### config.mk
export PLATFORM = sky130hd
export DESIGN_NAME = cgs_status_flags
export DESIGN_NICKNAME = d
export VERILOG_FILES = /design/src/include/cgs_pkg.sv /design/src/hdl/cgs_status_flags.sv
export SDC_FILE = /design/constraint.sdc
export NUM_CORES = 1
export LEC_CHECK = 0
export BUFFER_PORTS_ARGS = -buffer_cell sky130_fd_sc_hd__buf_2
export CAP_MARGIN = 5
export CORE_ASPECT_RATIO = 1.2
export CORE_MARGIN = 1
export CORE_UTILIZATION = 35
export CTS_BUF_LIST = sky130_fd_sc_hd__clkbuf_4
export CTS_CLUSTER_SIZE = 40
export DETAILED_ROUTE_END_ITERATION = 12
export GPL_ROUTABILITY_DRIVEN = 0
export SYNTH_ARGS = -nofsm -noshare
export SYNTH_HDL_FRONTEND = slang
export SYNTH_SLANG_ARGS = --single-unit
### constraint.sdc
create_clock -name clk_in -period 3.1 [get_ports clk_in]
set_input_delay 0.155 -clock clk_in [delete_from_list [all_inputs] [get_ports clk_in]]
set_output_delay 0.155 -clock clk_in [all_outputs]
set_load 0.02 [all_outputs]
### src/include/cgs_pkg.sv
// constants shared by the can general status and interrupt flag block
package cgs_pkg;
  // special function register addresses
  localparam logic [7:0] CGS_ADDR_INT_FLAGS = 8'h9b; // general interrupt flags
  localparam logic [7:0] CGS_ADDR_STATUS = 8'haa; // general status
  // reset values
  localparam logic [7:0] CGS_RST_INT_FLAGS = 8'h00;
  localparam logic [7:0] CGS_RST_STATUS = 8'h00;
  // status field positions
  localparam int CGS_ST_OVL = 6; // overload frame being sent
  localparam int CGS_ST_TX = 4; // transmitter busy
  localparam int CGS_ST_RX = 3; // receiver busy
  localparam int CGS_ST_ON = 2; // controller really enabled
  localparam int CGS_ST_BUSOFF_STATE_FLAG = 1; // bus off
  localparam int CGS_ST_ERR_PASSIVE_FLAG = 0; // error passive
  // interrupt flag field positions
  localparam int CGS_IF_ANY = 7; // summary image, read only
  localparam int CGS_IF_TIM = 5; // timer wrap
  localparam int CGS_IF_BUF = 4; // buffer full
  localparam int CGS_IF_STF = 3; // stuff error
  localparam int CGS_IF_CRC = 2; // crc error
  localparam int CGS_IF_FRM = 1; // form error
  localparam int CGS_IF_ACK = 0; // ack error
  // bits of the interrupt flag register that software may clear
  localparam logic [7:0] CGS_IF_CLR_MASK = 8'h3f;
  // can timer
  localparam int CGS_TIMER_W = 16;
  localparam logic [15:0] CGS_TIMER_MAX = 16'hffff;
  // crc-15 generator polynomial and width
  localparam int CGS_CRC_W = 15;
  localparam logic [14:0] CGS_CRC_POLY = 15'h4599;
  // more equal bits than this is a stuff violation
  localparam logic [2:0] CGS_STUFF_LIMIT = 3'h5;
  // enable takes this many clock periods to become effective
  localparam int CGS_EN_DELAY_CYC = 2;
  // state of the enable/standby sequencer
  typedef enum logic [1:0] {CGS_OFF, CGS_STARTING, CGS_ON, CGS_STOPPING} cgs_run_e;
endpackage : cgs_pkg
### src/hdl/cgs_status_flags.sv
// general status and general interrupt flag registers of the can controller
`timescale 1ns/100ps
`default_nettype none

module cgs_status_flags (
  input wire logic clk_in, // 100 mhz controller clock
  input wire logic rstn_in, // async reset, active low
  input wire logic [7:0] sfr_addr_in, // sfr address
  input wire logic sfr_wr_in, // sfr write strobe
  input wire logic [7:0] sfr_wdata_in, // sfr write data
  output logic [7:0] sfr_rdata_out, // read data, one cycle after address
  input wire logic controller_run_select_in, // enable/standby command
  input wire logic overload_tx_in, // produced overload frame on bus
  input wire logic tx_frame_in, // transmitter sends frame or ack field
  input wire logic ifs_in, // bus in interframe spacing
  input wire logic tx_pending_in, // a frame waits for transmission
  input wire logic rx_frame_in, // receiver acquires or monitors frame
  input wire logic busoff_in, // fault confinement: bus off
  input wire logic err_passive_in, // fault confinement: error passive
  input wire logic timer_tick_in, // can timer increment enable
  input wire logic buf_full_in, // pulse: reception buffer became full
  input wire logic frame_start_in, // pulse: start of frame seen
  input wire logic bit_en_in, // pulse: one sampled bus bit
  input wire logic bit_in, // sampled bus bit, 0 dominant
  input wire logic stuff_chk_in, // level: stuffed region of frame
  input wire logic destuffed_in, // this bit is not a stuff bit
  input wire logic crc_cover_in, // level: sof through data field
  input wire logic crc_field_in, // level: received crc sequence
  input wire logic crc_end_in, // pulse: crc sequence complete
  input wire logic form_field_in, // level: fixed-form recessive field
  input wire logic ack_slot_in, // level: ack slot while we transmit
  input wire logic timer_wrap_irq_enable_in, // timer wrap interrupt enable
  input wire logic buf_irq_enable_in, // buffer interrupt enable
  input wire logic err_irq_enable_in, // bus error interrupt enable
  input wire logic other_can_irq_in, // remaining can interrupt requests
  output logic controller_on_out, // controller really enabled
  output logic [15:0] can_timer_out, // can timer value
  output logic can_irq_out // request to interrupt controller
);
  import cgs_pkg::*;

  // interrupt flag storage, low six bits only
  logic [5:0] flags;
  logic [5:0] next_flags;
  logic [15:0] can_timer;
  logic [15:0] next_can_timer;
  logic [14:0] crc_calc; // running crc over covered bits
  logic [14:0] next_crc_calc;
  logic [14:0] crc_rx; // received crc sequence
  logic [14:0] next_crc_rx;
  logic [2:0] run_len; // equal bits seen after the first
  logic [2:0] next_run_len;
  logic last_bit; // previous stuffed-region bit
  logic next_last_bit;
  logic [7:0] rdata;
  logic [7:0] next_rdata;
  cgs_run_e run_st;
  cgs_run_e next_run_st;
  logic [1:0] dly_cnt; // start delay counter
  logic [1:0] next_dly_cnt;

  logic timer_wrap; // timer passes max to zero this cycle
  logic stuff_err;
  logic crc_err;
  logic form_err;
  logic ack_err;
  logic flags_wr;
  logic [7:0] status_img;
  logic [7:0] int_img;
  logic link_busy;
  logic crc_fb;

  // sfr read image of both registers, reserved bits read zero
  function automatic logic [7:0] read_mux(input logic [7:0] addr, input logic [7:0] st,
                                          input logic [7:0] fl);
    unique case (addr)
      CGS_ADDR_STATUS: read_mux = st;
      CGS_ADDR_INT_FLAGS: read_mux = fl;
      default: read_mux = 8'h00; // other sfrs belong to other blocks
    endcase
  endfunction : read_mux

  // event detection from the bit stream, the can timer and sfr writes
  always_comb begin
    timer_wrap = timer_tick_in && (can_timer == CGS_TIMER_MAX);
    // run_len counts equal bits after the first, so limit-1 marks the sixth equal bit;
    // a start of frame restarts the count and never reads a stale run
    stuff_err = bit_en_in && stuff_chk_in && !frame_start_in && (bit_in == last_bit)
                && (run_len == CGS_STUFF_LIMIT - 3'h1);
    crc_err = crc_end_in && (crc_calc != crc_rx);
    form_err = bit_en_in && form_field_in && !bit_in;
    ack_err = bit_en_in && ack_slot_in && bit_in;
    crc_fb = bit_in ^ crc_calc[14];
    link_busy = tx_frame_in || rx_frame_in || overload_tx_in;
    flags_wr = sfr_wr_in && (sfr_addr_in == CGS_ADDR_INT_FLAGS);
  end

  // next value of flags, timer and bit checkers
  always_comb begin
    next_flags = flags;
    next_can_timer = can_timer;
    next_crc_calc = crc_calc;
    next_crc_rx = crc_rx;
    next_run_len = run_len;
    next_last_bit = last_bit;
    // write zero clears, write one keeps, so read-modify-write is safe
    if (flags_wr) begin
      next_flags = flags & sfr_wdata_in[5:0];
    end
    // hardware set beats a software clear in the same cycle
    if (timer_wrap) next_flags[CGS_IF_TIM] = 1'b1;
    if (buf_full_in) next_flags[CGS_IF_BUF] = 1'b1;
    if (stuff_err) next_flags[CGS_IF_STF] = 1'b1;
    if (crc_err) next_flags[CGS_IF_CRC] = 1'b1;
    if (form_err) next_flags[CGS_IF_FRM] = 1'b1;
    if (ack_err) next_flags[CGS_IF_ACK] = 1'b1;
    if (timer_tick_in) begin
      next_can_timer = can_timer + 16'h0001; // wraps naturally to zero
    end
    if (frame_start_in) begin
      // new frame: the crc restarts from zero and sof itself is not shifted in
      next_crc_calc = 15'h0000;
      next_crc_rx = 15'h0000;
      next_run_len = 3'h0;
      next_last_bit = bit_in;
    end else if (bit_en_in) begin
      if (stuff_chk_in) begin
        next_last_bit = bit_in;
        if (bit_in == last_bit) begin
          // saturate so one violation is not re-armed mid frame
          if (run_len != CGS_STUFF_LIMIT) next_run_len = run_len + 3'h1;
        end else begin
          next_run_len = 3'h0;
        end
      end
      if (destuffed_in && crc_cover_in) begin
        next_crc_calc = {crc_calc[13:0], 1'b0} ^ (crc_fb ? CGS_CRC_POLY : 15'h0000);
      end
      if (destuffed_in && crc_field_in) begin
        next_crc_rx = {crc_rx[13:0], bit_in};
      end
    end
  end

  // enable/standby sequencer
  always_comb begin
    next_run_st = run_st;
    next_dly_cnt = dly_cnt;
    unique case (run_st)
      CGS_OFF: begin
        if (controller_run_select_in) begin
          next_run_st = CGS_STARTING;
          next_dly_cnt = 2'h0;
        end
      end
      CGS_STARTING: begin
        // starting the state machine costs a fixed number of clocks
        if (!controller_run_select_in) begin
          next_run_st = CGS_OFF;
        end else if (dly_cnt == 2'(CGS_EN_DELAY_CYC - 1)) begin
          next_run_st = CGS_ON;
        end else begin
          next_dly_cnt = dly_cnt + 2'h1;
        end
      end
      CGS_ON: begin
        if (!controller_run_select_in) next_run_st = CGS_STOPPING;
      end
      CGS_STOPPING: begin
        // the frame on the bus is allowed to end before freezing
        if (controller_run_select_in) next_run_st = CGS_ON;
        else if (!link_busy) next_run_st = CGS_OFF;
      end
    endcase
  end

  // register images
  always_comb begin
    status_img = 8'h00; // reserved bits 7 and 5 read zero
    status_img[CGS_ST_OVL] = overload_tx_in;
    status_img[CGS_ST_TX] = tx_frame_in || (ifs_in && tx_pending_in);
    status_img[CGS_ST_RX] = rx_frame_in;
    status_img[CGS_ST_ON] = controller_on_out;
    status_img[CGS_ST_BUSOFF_STATE_FLAG] = busoff_in;
    status_img[CGS_ST_ERR_PASSIVE_FLAG] = err_passive_in;
    int_img = {2'b00, flags};
    int_img[CGS_IF_ANY] = can_irq_out;
    next_rdata = read_mux(sfr_addr_in, status_img, int_img);
  end

  // interrupt request: busy and on flags take no part
  always_comb begin
    can_irq_out = (flags[CGS_IF_TIM] && timer_wrap_irq_enable_in)
                  || (flags[CGS_IF_BUF] && buf_irq_enable_in)
                  || ((|flags[3:0]) && err_irq_enable_in)
                  || other_can_irq_in;
    controller_on_out = (run_st == CGS_ON) || (run_st == CGS_STOPPING);
    can_timer_out = can_timer;
    sfr_rdata_out = rdata;
  end

  // state registers
  always_ff @(posedge clk_in or negedge rstn_in) begin
    if (!rstn_in) begin
      flags <= CGS_RST_INT_FLAGS[5:0];
      can_timer <= 16'h0000;
      crc_calc <= 15'h0000;
      crc_rx <= 15'h0000;
      run_len <= 3'h0;
      last_bit <= 1'b1;
      rdata <= CGS_RST_STATUS;
      run_st <= CGS_OFF;
      dly_cnt <= 2'h0;
    end else begin
      flags <= next_flags;
      can_timer <= next_can_timer;
      crc_calc <= next_crc_calc;
      crc_rx <= next_crc_rx;
      run_len <= next_run_len;
      last_bit <= next_last_bit;
      rdata <= next_rdata;
      run_st <= next_run_st;
      dly_cnt <= next_dly_cnt;
    end
  end
endmodule : cgs_status_flags

`default_nettype wire

==> results_dict.tcl, run 1 <==
set metrics [dict create \
    outcome "finished, final reports clean" \
    syn_inst 316 \
    antennaDiodeCount 0 \
    numClockSinks 68 \
    vdd.ir_drop.worst_mv 0.403 \
    worstPathArrival_ns 2.24 \
    worstSkewPairLatency_ns 0.40 \
    grt_pass1_vias 2474 \
    synthesis.nets 364 \
    routed_wire_length_per_instance_um 13.2 \
    cts.htree.levels 3 \
    final_critical_period_ns 1.95 \
    globalRouteMet3Util_pct 3.18 \
    setup_viol_count_final 0 \
    n_fill_cell 897 \
    worst-r2r-setup-slack_ns 1.15 \
    drt-total-wl_mm 6.83 \
    viasPerCell 4.80 \
    die_w_um 89.1 \
    cp_data_required_time_ns 3.39 \
    finalSetupTns_ns 0 \
    grt_start_max_net_pins 49 \
    synth_top_cell_area_share_pct 52.6 \
    drt-initial-drc-count 120 \
    drc 0 \
    xor_and_xnor_area_share_after_synthesis_pct 11.5 \
    gr-usage-all-layers_pct 15.7 \
    met1_usage_pct 20.5 \
    antenna_found_initial 0 \
    async_flop_share_pct 100 \
    start_util_pct 36.6 \
    setup.worst_path.end_class "register" \
    clkTransAtPathRegs_ns 0.11 \
    worstPathMaxFanout 4 \
    yosysUniqueCellTypes 43 \
    flip_flop_cell_with_the_highest_count_after_synthesis "dfrtp_1" \
    critPathKind "reg2reg" \
    grt_pass1_wl_mm 11.3 \
    die_area_sq_um 9490 \
    globalRoute.totalOverflow 0 \
    finalNetCount 442 \
    post_synth_most_frequent_cells "nand2_1 (71), dfrtp_1 (67), a21oi_1 (36)" \
    floorplan.core_area_sq_um 8700 \
    reg2reg_depth 5 \
    synthSimpleGateAreaFrac_pct 18.1 \
    postRouteAntennaNets 0 \
    globalRoute.busiestLayer "met2" \
    worstSetupStartpointType "register" \
    powerDensity_nw_per_um2 524 \
    synth_area_leader_cell "dfrtp_1" \
    synth.cell_area_sq_um 3190 \
    post_cts_resize_count 0 \
    cts_setup_buffers 0 \
    synth_mux_area_share_pct 0.707 \
    max_cap_violations 0 \
    hp-start "form_field_in" \
    fmaxAchievable_mhz 514 \
    cts_tree "done" \
    worstReg2RegStart "crc_calc[14]$_DFFE_PN0P_" \
    synth_edf_count 0 \
    synth_compound_gate_area_share_pct 11.9 \
    synth_seq_cells 68 \
    route.vias.total 2477 \
    layout.core_utilization_pct 44.6 \
    sequential_element_share_of_the_synthesized_area_pct 53.4 \
    final_hold_viol_count 0 \
    postSynthAreaPerCell_sq_um 10.1 \
    combinational_family_with_the_most_area_after_synthesis "simple AND/OR/NAND/NOR gates" \
    cts_max_path_buffers 2 \
    placement_rows 37 \
    slew-limit-headroom_pct 56.9 \
    hold_wc_path_type "in2reg" \
    synth_warnings 0 \
    cts_hold_buf 14 \
    synth_most_common_cell "nand2_1" \
    final.setup_skew_ns 0.0100 \
    use_met2_pct 24.8 \
    min_period_over_period_pct 62.8 \
    area_growth_syn_to_layout_pct 21.9 \
    chipHeight_um 107 \
    port_buffers 66 \
    fraction_of_final_layout_cells_with_drive_strength_greater_than_1_pct 22.6 \
    root_buffer "clkbuf_4" \
    drt_first_pass_iters 4 \
    finalWorstSetupSlack_ns 1.15 \
    setup_slack_at_placement_ns 1.55 \
    worst_hold_stages 3 \
    ios 69 \
    detailed_place_hpwl_mm 4.78 \
    r2r_end "flags[2]$_DFFE_PN0P_" \
    grt_setup_unrepaired "false" \
    cts_buffers 9 \
    synth_fa_ha_area_share_pct 1.96 \
    worstHoldEndpoint "flags[1]$_DFFE_PN0P_" \
    total_leakage_power_nw 1.76 \
    leading_post_synthesis_cells_by_cell_area "dfrtp_1 (53%), xnor2_1 (9.1%), nand2_1 (8.4%)" \
    final-max-slew-violation-count 0 \
    worstMarginPinSlew_ns 0.645 \
]
report_power, final:
group / internal (mW) / switching (mW) / total, mW
sequential: 0.965 / 0.0930 / 1.06
combinational: 0.180 / 0.222 / 0.402
clock: 0.278 / 0.296 / 0.575
worst max-delay path: stages, from the launching register on:
cell and delay, ns:
dfrtp_1 0.47, xnor2_1 0.20, nand4_1 0.14, nor4_1 0.35, o21ai_0 0.12, dlygate4sd3_1 0.56
flip-flops by register name, indices dropped and copies added (netlist names), named ones only:
signal and count:
dly_cnt 2, crc_calc 15, sfr_rdata_out 8, last_bit 1
crc_rx 15, run_len 3, flags 6, can_timer_out 16
run_st 1
metrics by stage:
step | cell area, sq um | power [mW] | std cells | hold WS, ns
after CTS | 3880 | 2.06 | 516 | 0.00662
after detailed placement | 3610 | 1.47 | 486 | 0.141
final | 3880 | 2.03 | 516 | 0.0264
after global placement | 3610 | 1.45 | 486 | 0.145
after global routing | 3880 | 2.14 | 516 | 0.0242
after floorplan | 3190 | 1.33 | 316 | -0.141
cells by family after synthesis:
kind of cell             Yosys count
AO/OA/AOI/OAI                     65
XOR/XNOR                          39
adder cells (fa/ha/maj)            5
buffers and inverters             18
flip-flops                        68
multiplexers                       2
AND/OR/NAND/NOR                  119
how the worst max path moves through the flow:
stage,from,to,slack [ns]
2_1_floorplan,can_timer_out[0]$_DFFE_PN0P_,can_timer_out[14]$_DFFE_PN0P_,1.70
3_3_place_gp,bit_en_in,crc_calc[14]$_DFFE_PN0P_,1.60
3_5_place_dp,bit_en_in,crc_calc[14]$_DFFE_PN0P_,1.55
4_1_cts,crc_calc[14]$_DFFE_PN0P_,flags[2]$_DFFE_PN0P_,1.15
5_1_grt,crc_calc[14]$_DFFE_PN0P_,flags[2]$_DFFE_PN0P_,1.07
6_report,crc_calc[14]$_DFFE_PN0P_,flags[2]$_DFFE_PN0P_,1.15
metal layers:
layer	vias up	wire length [um]
met5	-	0
met4	0	102
met3	7	221
met2	45	3280
met1	1190	3230
li1	1235	-
layout make-up:
type                       count  area [sq um]  area share [%]
sequential                    68          1700            43.8
multi-input combinational    230          1410            36.2
clock buffer                  13          97.6            2.51
clock inverter                 3          37.5           0.966
tap                          117           146            3.77
inverter                       4          15.0           0.386
timing repair buffer          81           478            12.3
cells in the final DEF, fill, tap and decap left out, types with 3 or more instances in the layout:
cell	n
buf_2	66
and3_1	7
o21ai_0	12
nand2b_1	3
dfrtp_1	67
nor2_1	6
clkbuf_4	13
ha_1	5
xor2_1	4
nand2_1	71
a21o_1	3
nand3_1	7
dlygate4sd3_1	14
a21oi_1	36
xnor2_1	33
inv_1	4
a22o_1	7
nand4_1	9
(Power assumes the default switching activity.)
==> run 2, diff against run 1 <==
==> constraint.sdc (replaced) <==
create_clock -name clk_in -period 1.9 [get_ports clk_in]
set_input_delay 0.095 -clock clk_in [delete_from_list [all_inputs] [get_ports clk_in]]
set_output_delay 0.095 -clock clk_in [all_outputs]
set_load 0.02 [all_outputs]
==> run 2 against run 1 <==
Effect of this change: global-route usage is 0.44 points higher; clock skew is 0.0062 ns higher; hold slack worse by 0.0051 ns; sequential power is 63% higher; highest routed layer unchanged; cell area is 3.2% higher.
==> results_dict.tcl, run 2 (synthesis results as in run 1) <==
set metrics [dict create \
    outcome "finished, final reports clean" \
    slew-limit-headroom_pct 57.8 \
    cts.htree.levels 3 \
    hold_wc_path_type "in2reg" \
    final_critical_period_ns 1.55 \
    critPathKind "reg2out" \
    fmaxAchievable_mhz 645 \
    worst-r2r-setup-slack_ns 0.36 \
    power.switching_mw 1.02 \
    layout.cells.most_common_list "nand2_1 (71), dfrtp_1 (67), buf_2 (66), a21oi_1 (36), xnor2_1 (33)" \
    cts_max_path_buffers 2 \
    postRouteAntennaNets 0 \
    root_buffer "clkbuf_4" \
    clkTransAtPathRegs_ns 0.11 \
    die_area_sq_um 9490 \
    vdd.ir_drop.worst_mv 0.533 \
    placement_rows 37 \
    setup_viol_count_final 0 \
    post_layout_nonfiller_instances 528 \
    worstSkewPairLatency_ns 0.40 \
    numClockSinks 68 \
    n_fill_cell 866 \
    total_power_mw 3.31 \
    antenna_found_initial 0 \
    grt_setup_unrepaired "false" \
    internal-power_mw 2.29 \
    total_leakage_power_nw 1.81 \
    grt_pass1_vias 2501 \
    final_hold_viol_count 0 \
    worstPathMaxFanout 3 \
    antennaDiodeCount 0 \
    gr-usage-all-layers_pct 16.1 \
    drc 0 \
    grt_start_max_net_pins 69 \
    worstMarginPinSlew_ns 0.632 \
    fin_hold_ws_ns 0.0213 \
    layout_commonest_cell "nand2_1" \
    cp_data_required_time_ns 1.80 \
    chipHeight_um 107 \
    cts_buffers 9 \
    port_buffers 66 \
    power.share.switching_pct 30.9 \
    cts_tree "done" \
    max_cap_violations 0 \
    routed_wire_length_per_instance_um 13.2 \
    grt_pass1_wl_mm 11.7 \
    powerDensity_nw_per_um2 827 \
    worstSetupStartpointType "register" \
    power.share.clock_pct 27.5 \
    share_comb_of_total_power_pct 20.4 \
    drt-initial-drc-count 118 \
    finalNetCount 454 \
    min_period_over_period_pct 81.7 \
    start_util_pct 36.6 \
    worstPathArrival_ns 1.46 \
    setup.worst_path.end_class "output pin" \
    floorplan.core_area_sq_um 8700 \
    place_inst 488 \
    drt_first_pass_iters 4 \
    pwr-share-seq_pct 52.1 \
    area_growth_syn_to_layout_pct 25.8 \
    viasPerCell 4.76 \
    fraction_of_final_layout_cells_with_drive_strength_greater_than_1_pct 22.1 \
    final-max-slew-violation-count 0 \
    route.vias.total 2515 \
    largest_register_ff_count 16 \
    globalRoute.totalOverflow 0 \
    ios 69 \
    detailed_place_hpwl_mm 4.81 \
    final.setup_skew_ns 0.0163 \
    die_w_um 89.1 \
    drt-total-wl_mm 6.98 \
    finalSetupTns_ns 0 \
]
-- run 2: cell type report --
cell class	instances	area, sq um	share of cell area (%)
well taps	117	146	3.65
clock inverters	6	55.1	1.37
inverters	4	15.0	0.375
flip-flops and latches	68	1700	42.5
repair buffers	93	606	15.1
clock buffers	10	75.1	1.87
multi-input cells	230	1410	35.1
-- run 2: through the flow --
stage	cell area, sq um	util [%]	worst slack (ns)
floorplan	3190	-	0.497
global placement	3640	41.8	0.498
detailed placement	3640	41.8	0.488
CTS	4010	46.0	0.298
global route	4010	46.0	0.176
finish	4010	46.0	0.349
-- run 2: power groups by stage --
stage	clock [mW]	sequential (mW)	combinational, mW
2_1_floorplan	0	1.81	0.360
3_3_place_gp	0	1.74	0.634
3_5_place_dp	0	1.76	0.649
4_1_cts	0.947	1.73	0.689
5_1_grt	1.02	1.75	0.738
6_report	0.910	1.73	0.678
-- run 2: worst paths after layout --
kind,startpoint,to,cells after the start
setup / recovery,flags[1]$_DFFE_PN0P_,can_irq_out,3
min in group asynchronous,rstn_in,can_timer_out[6]$_DFFE_PN0P_,3
max in group asynchronous,rstn_in,last_bit$_DFFE_PN1P_,3
hold reg to reg,can_timer_out[10]$_DFFE_PN0P_,can_timer_out[10]$_DFFE_PN0P_,1
hold / removal,other_can_irq_in,sfr_rdata_out[7]$_DFF_PN0_,4
setup reg to reg,last_bit$_DFFE_PN1P_,flags[3]$_DFFE_PN0P_,4
-- run 2: worst max-delay path, stage by stage, from the launching register on --
cell,delay (ns)
dfrtp_1,0.40
o41ai_1,0.37
nand2_1,0.11
buf_2,0.18
-- run 2: timing repair --
action / CTS / global route
gates resized for setup: 0 / 0
buffers inserted: 0 / 0
hold endpoints to repair: 85 / 0
hold buffers: 24 / 0
-- run 2: per-layer routing --
metal	GRT usage (%)	up-vias	wire length, um
met5	0	-	0
met4	7.48	0	131
met3	2.56	12	180
met2	25.6	43	3410
met1	21.3	1201	3260
li1	-	1259	-
==> run 3, diff against run 2 <==
==> constraint.sdc (replaced) <==
create_clock -name clk_in -period 1.2 [get_ports clk_in]
set_input_delay 0.06 -clock clk_in [delete_from_list [all_inputs] [get_ports clk_in]]
set_output_delay 0.06 -clock clk_in [all_outputs]
set_load 0.02 [all_outputs]
==> run 3 against run 2 <==
Effect of this change: the flow now finishes with violations (negative setup slack); utilization up 9.1 points; first-iteration DRC count up 25%; die area unchanged; sequential share of layout area down 6.7 points; power up 81%; critical path depth unchanged; cell count up 12%; combinational power rose to 3.0 times the previous value; clock skew up 0.0045 ns; sequential power up 57%; global-route usage up 1.4 points; largest cell class unchanged; highest routed layer unchanged.
==> results_dict.tcl, run 3 (synthesis results as in run 1) <==
set metrics [dict create \
    worstPathMaxFanout 2 \
    finalSetupTns_ns -0.839 \
    cts_buffers 9 \
    grt_start_max_net_pins 33 \
    post_layout_nonfiller_instances 591 \
    layout_commonest_cell "nand2_1" \
    chipHeight_um 107 \
    critPathKind "reg2out" \
    worst_hold_stages 4 \
    drt_first_pass_iters 4 \
    drt-total-wl_mm 7.95 \
    setup_viol_count_final 14 \
    grt_setup_unrepaired "true" \
    worst_path_largest_cell_delay_ns 0.40 \
    power.share.switching_pct 30.5 \
    cts_hold_buf 24 \
    final-max-slew-violation-count 0 \
    total_leakage_power_nw 2.22 \
    area_growth_syn_to_layout_pct 50.7 \
    violations "negative setup slack" \
    slew-limit-headroom_pct 75.6 \
    cp_slowest_cell "dfrtp_1" \
    worst-r2r-setup-slack_ns -0.10 \
    grt_pass1_wl_mm 12.7 \
    globalRoute.totalOverflow 0 \
    die_w_um 89.1 \
    setup_slack_at_placement_ns -0.0818 \
    die_area_sq_um 9490 \
    setup.worst_path.end_class "output pin" \
    grt_pass1_vias 2838 \
    max_cap_violations 0 \
    clkTransAtPathRegs_ns 0.10 \
    pwr-share-seq_pct 45.3 \
    antenna_found_initial 0 \
    layout.cells.most_common_list "nand2_1 (69), dfrtp_1 (55), buf_2 (54), buf_4 (49), a21oi_1 (31)" \
    routed_wire_length_per_instance_um 13.4 \
    reg2reg_depth 4 \
    worstPathCellList "o41ai_2, nand2_1, buf_6" \
    power.switching_mw 1.83 \
    powerDensity_nw_per_um2 1250 \
    fraction_of_final_layout_cells_with_drive_strength_greater_than_1_pct 40.7 \
    viasPerCell 4.70 \
    finalWorstSetupSlack_ns -0.260 \
    port_buffers 66 \
    hold_wc_path_type "in2reg" \
    final_hold_viol_count 0 \
    min_period_over_period_pct 122 \
    vdd.ir_drop.worst_mv 1.34 \
    start_util_pct 36.6 \
    final.setup_skew_ns 0.0207 \
    cp_data_required_time_ns 1.14 \
    fmaxAchievable_mhz 685 \
    layout.core_utilization_pct 55.2 \
    worstMarginPinSlew_ns 0.367 \
    worstSkewPairLatency_ns 0.42 \
    hp-start "other_can_irq_in" \
    postRouteAntennaNets 0 \
    internal-power_mw 4.17 \
    place_inst 532 \
    placement_rows 37 \
    root_buffer "clkbuf_4" \
    power.share.clock_pct 20.9 \
    cts.htree.levels 3 \
    worstSetupStartpointType "register" \
    drc 0 \
    finalNetCount 517 \
    final_critical_period_ns 1.46 \
    gr-usage-all-layers_pct 17.6 \
    worstReg2RegStart "can_timer_out[6]$_DFFE_PN0P_" \
    cts_tree "done" \
    drt-initial-drc-count 147 \
    worstHoldEndpoint "sfr_rdata_out[7]$_DFF_PN0_" \
    fin_hold_ws_ns 0.00667 \
    largest_register_ff_count 16 \
    worstPathArrival_ns 1.40 \
    antennaDiodeCount 0 \
    n_fill_cell 799 \
    ios 69 \
    outcome "finished, violations left" \
    route.vias.total 2778 \
    share_comb_of_total_power_pct 33.8 \
    cts_max_path_buffers 2 \
    floorplan.core_area_sq_um 8700 \
    detailed_place_hpwl_mm 5.22 \
    r2r_end "can_timer_out[9]$_DFFE_PN0P_" \
    numClockSinks 68 \
]
## run 3: routing by layer
| metal | GRT usage [%] | routed length, um | vias to the layer above |
|---|---|---|---|
| met5 | 0 | 0 | - |
| met4 | 6.69 | 132 | 0 |
| met3 | 4.43 | 295 | 11 |
| met2 | 30.3 | 4020 | 52 |
| met1 | 20.6 | 3500 | 1322 |
| li1 | - | - | 1393 |
## run 3: stage by stage
stage	power, mW	instance area (sq um)
6_report	6.00	4800
4_1_cts	5.77	4540
3_5_place_dp	4.15	4020
2_1_floorplan	3.49	3220
3_3_place_gp	4.10	4020
5_1_grt	6.35	4800
## run 3: worst max-delay path, delay by kind of cell (launching register included)
family	cells	cell delay, ns
flops	1	0.40
compound gates	1	0.34
buf+inv	1	0.15
simple gates	1	0.12
## run 3: final cells by class
cell class              instances  area, sq um  area share (%)
inverters                       4         15.0           0.313
repair buffers                156         1240            25.8
clock inverters                 4         17.5           0.365
flip-flops and latches         68         1720            35.8
well taps                     117          146            3.05
multi-input cells             230         1580            32.8
clock buffers                  12         90.1            1.88
## run 3: how the worst max path moves through the flow
stage / startpoint / depth (start not counted) / slack (ns) / end
finish: flags[1]$_DFFE_PN0P_ / 3 / -0.26 / can_irq_out
global route: flags[3]$_DFFE_PN0P_ / 3 / -0.35 / can_irq_out
CTS: flags[1]$_DFFE_PN0P_ / 3 / -0.28 / can_irq_out
detailed placement: crc_calc[14]$_DFFE_PN0P_ / 4 / -0.08 / flags[2]$_DFFE_PN0P_
global placement: crc_calc[14]$_DFFE_PN0P_ / 4 / -0.04 / crc_calc[3]$_DFFE_PN0P_
floorplan: can_timer_out[0]$_DFFE_PN0P_ / 5 / -0.07 / can_timer_out[14]$_DFFE_PN0P_
## run 3: power groups by stage
stage	logic [mW]	clock network, mW	registers (mW)
5_1_grt	2.18	1.42	2.75
4_1_cts	1.76	1.31	2.71
6_report	2.03	1.25	2.72
3_3_place_gp	1.38	0	2.72
3_5_place_dp	1.42	0	2.73
2_1_floorplan	0.592	0	2.90
## run 3: what timing repair did
item	CTS	global route
buffers inserted	6	13
gates cloned	0	0
pin swaps	20	24
endpoints found under the setup margin	22	33
gates resized for setup	39	32
endpoints found under the hold margin	86	1
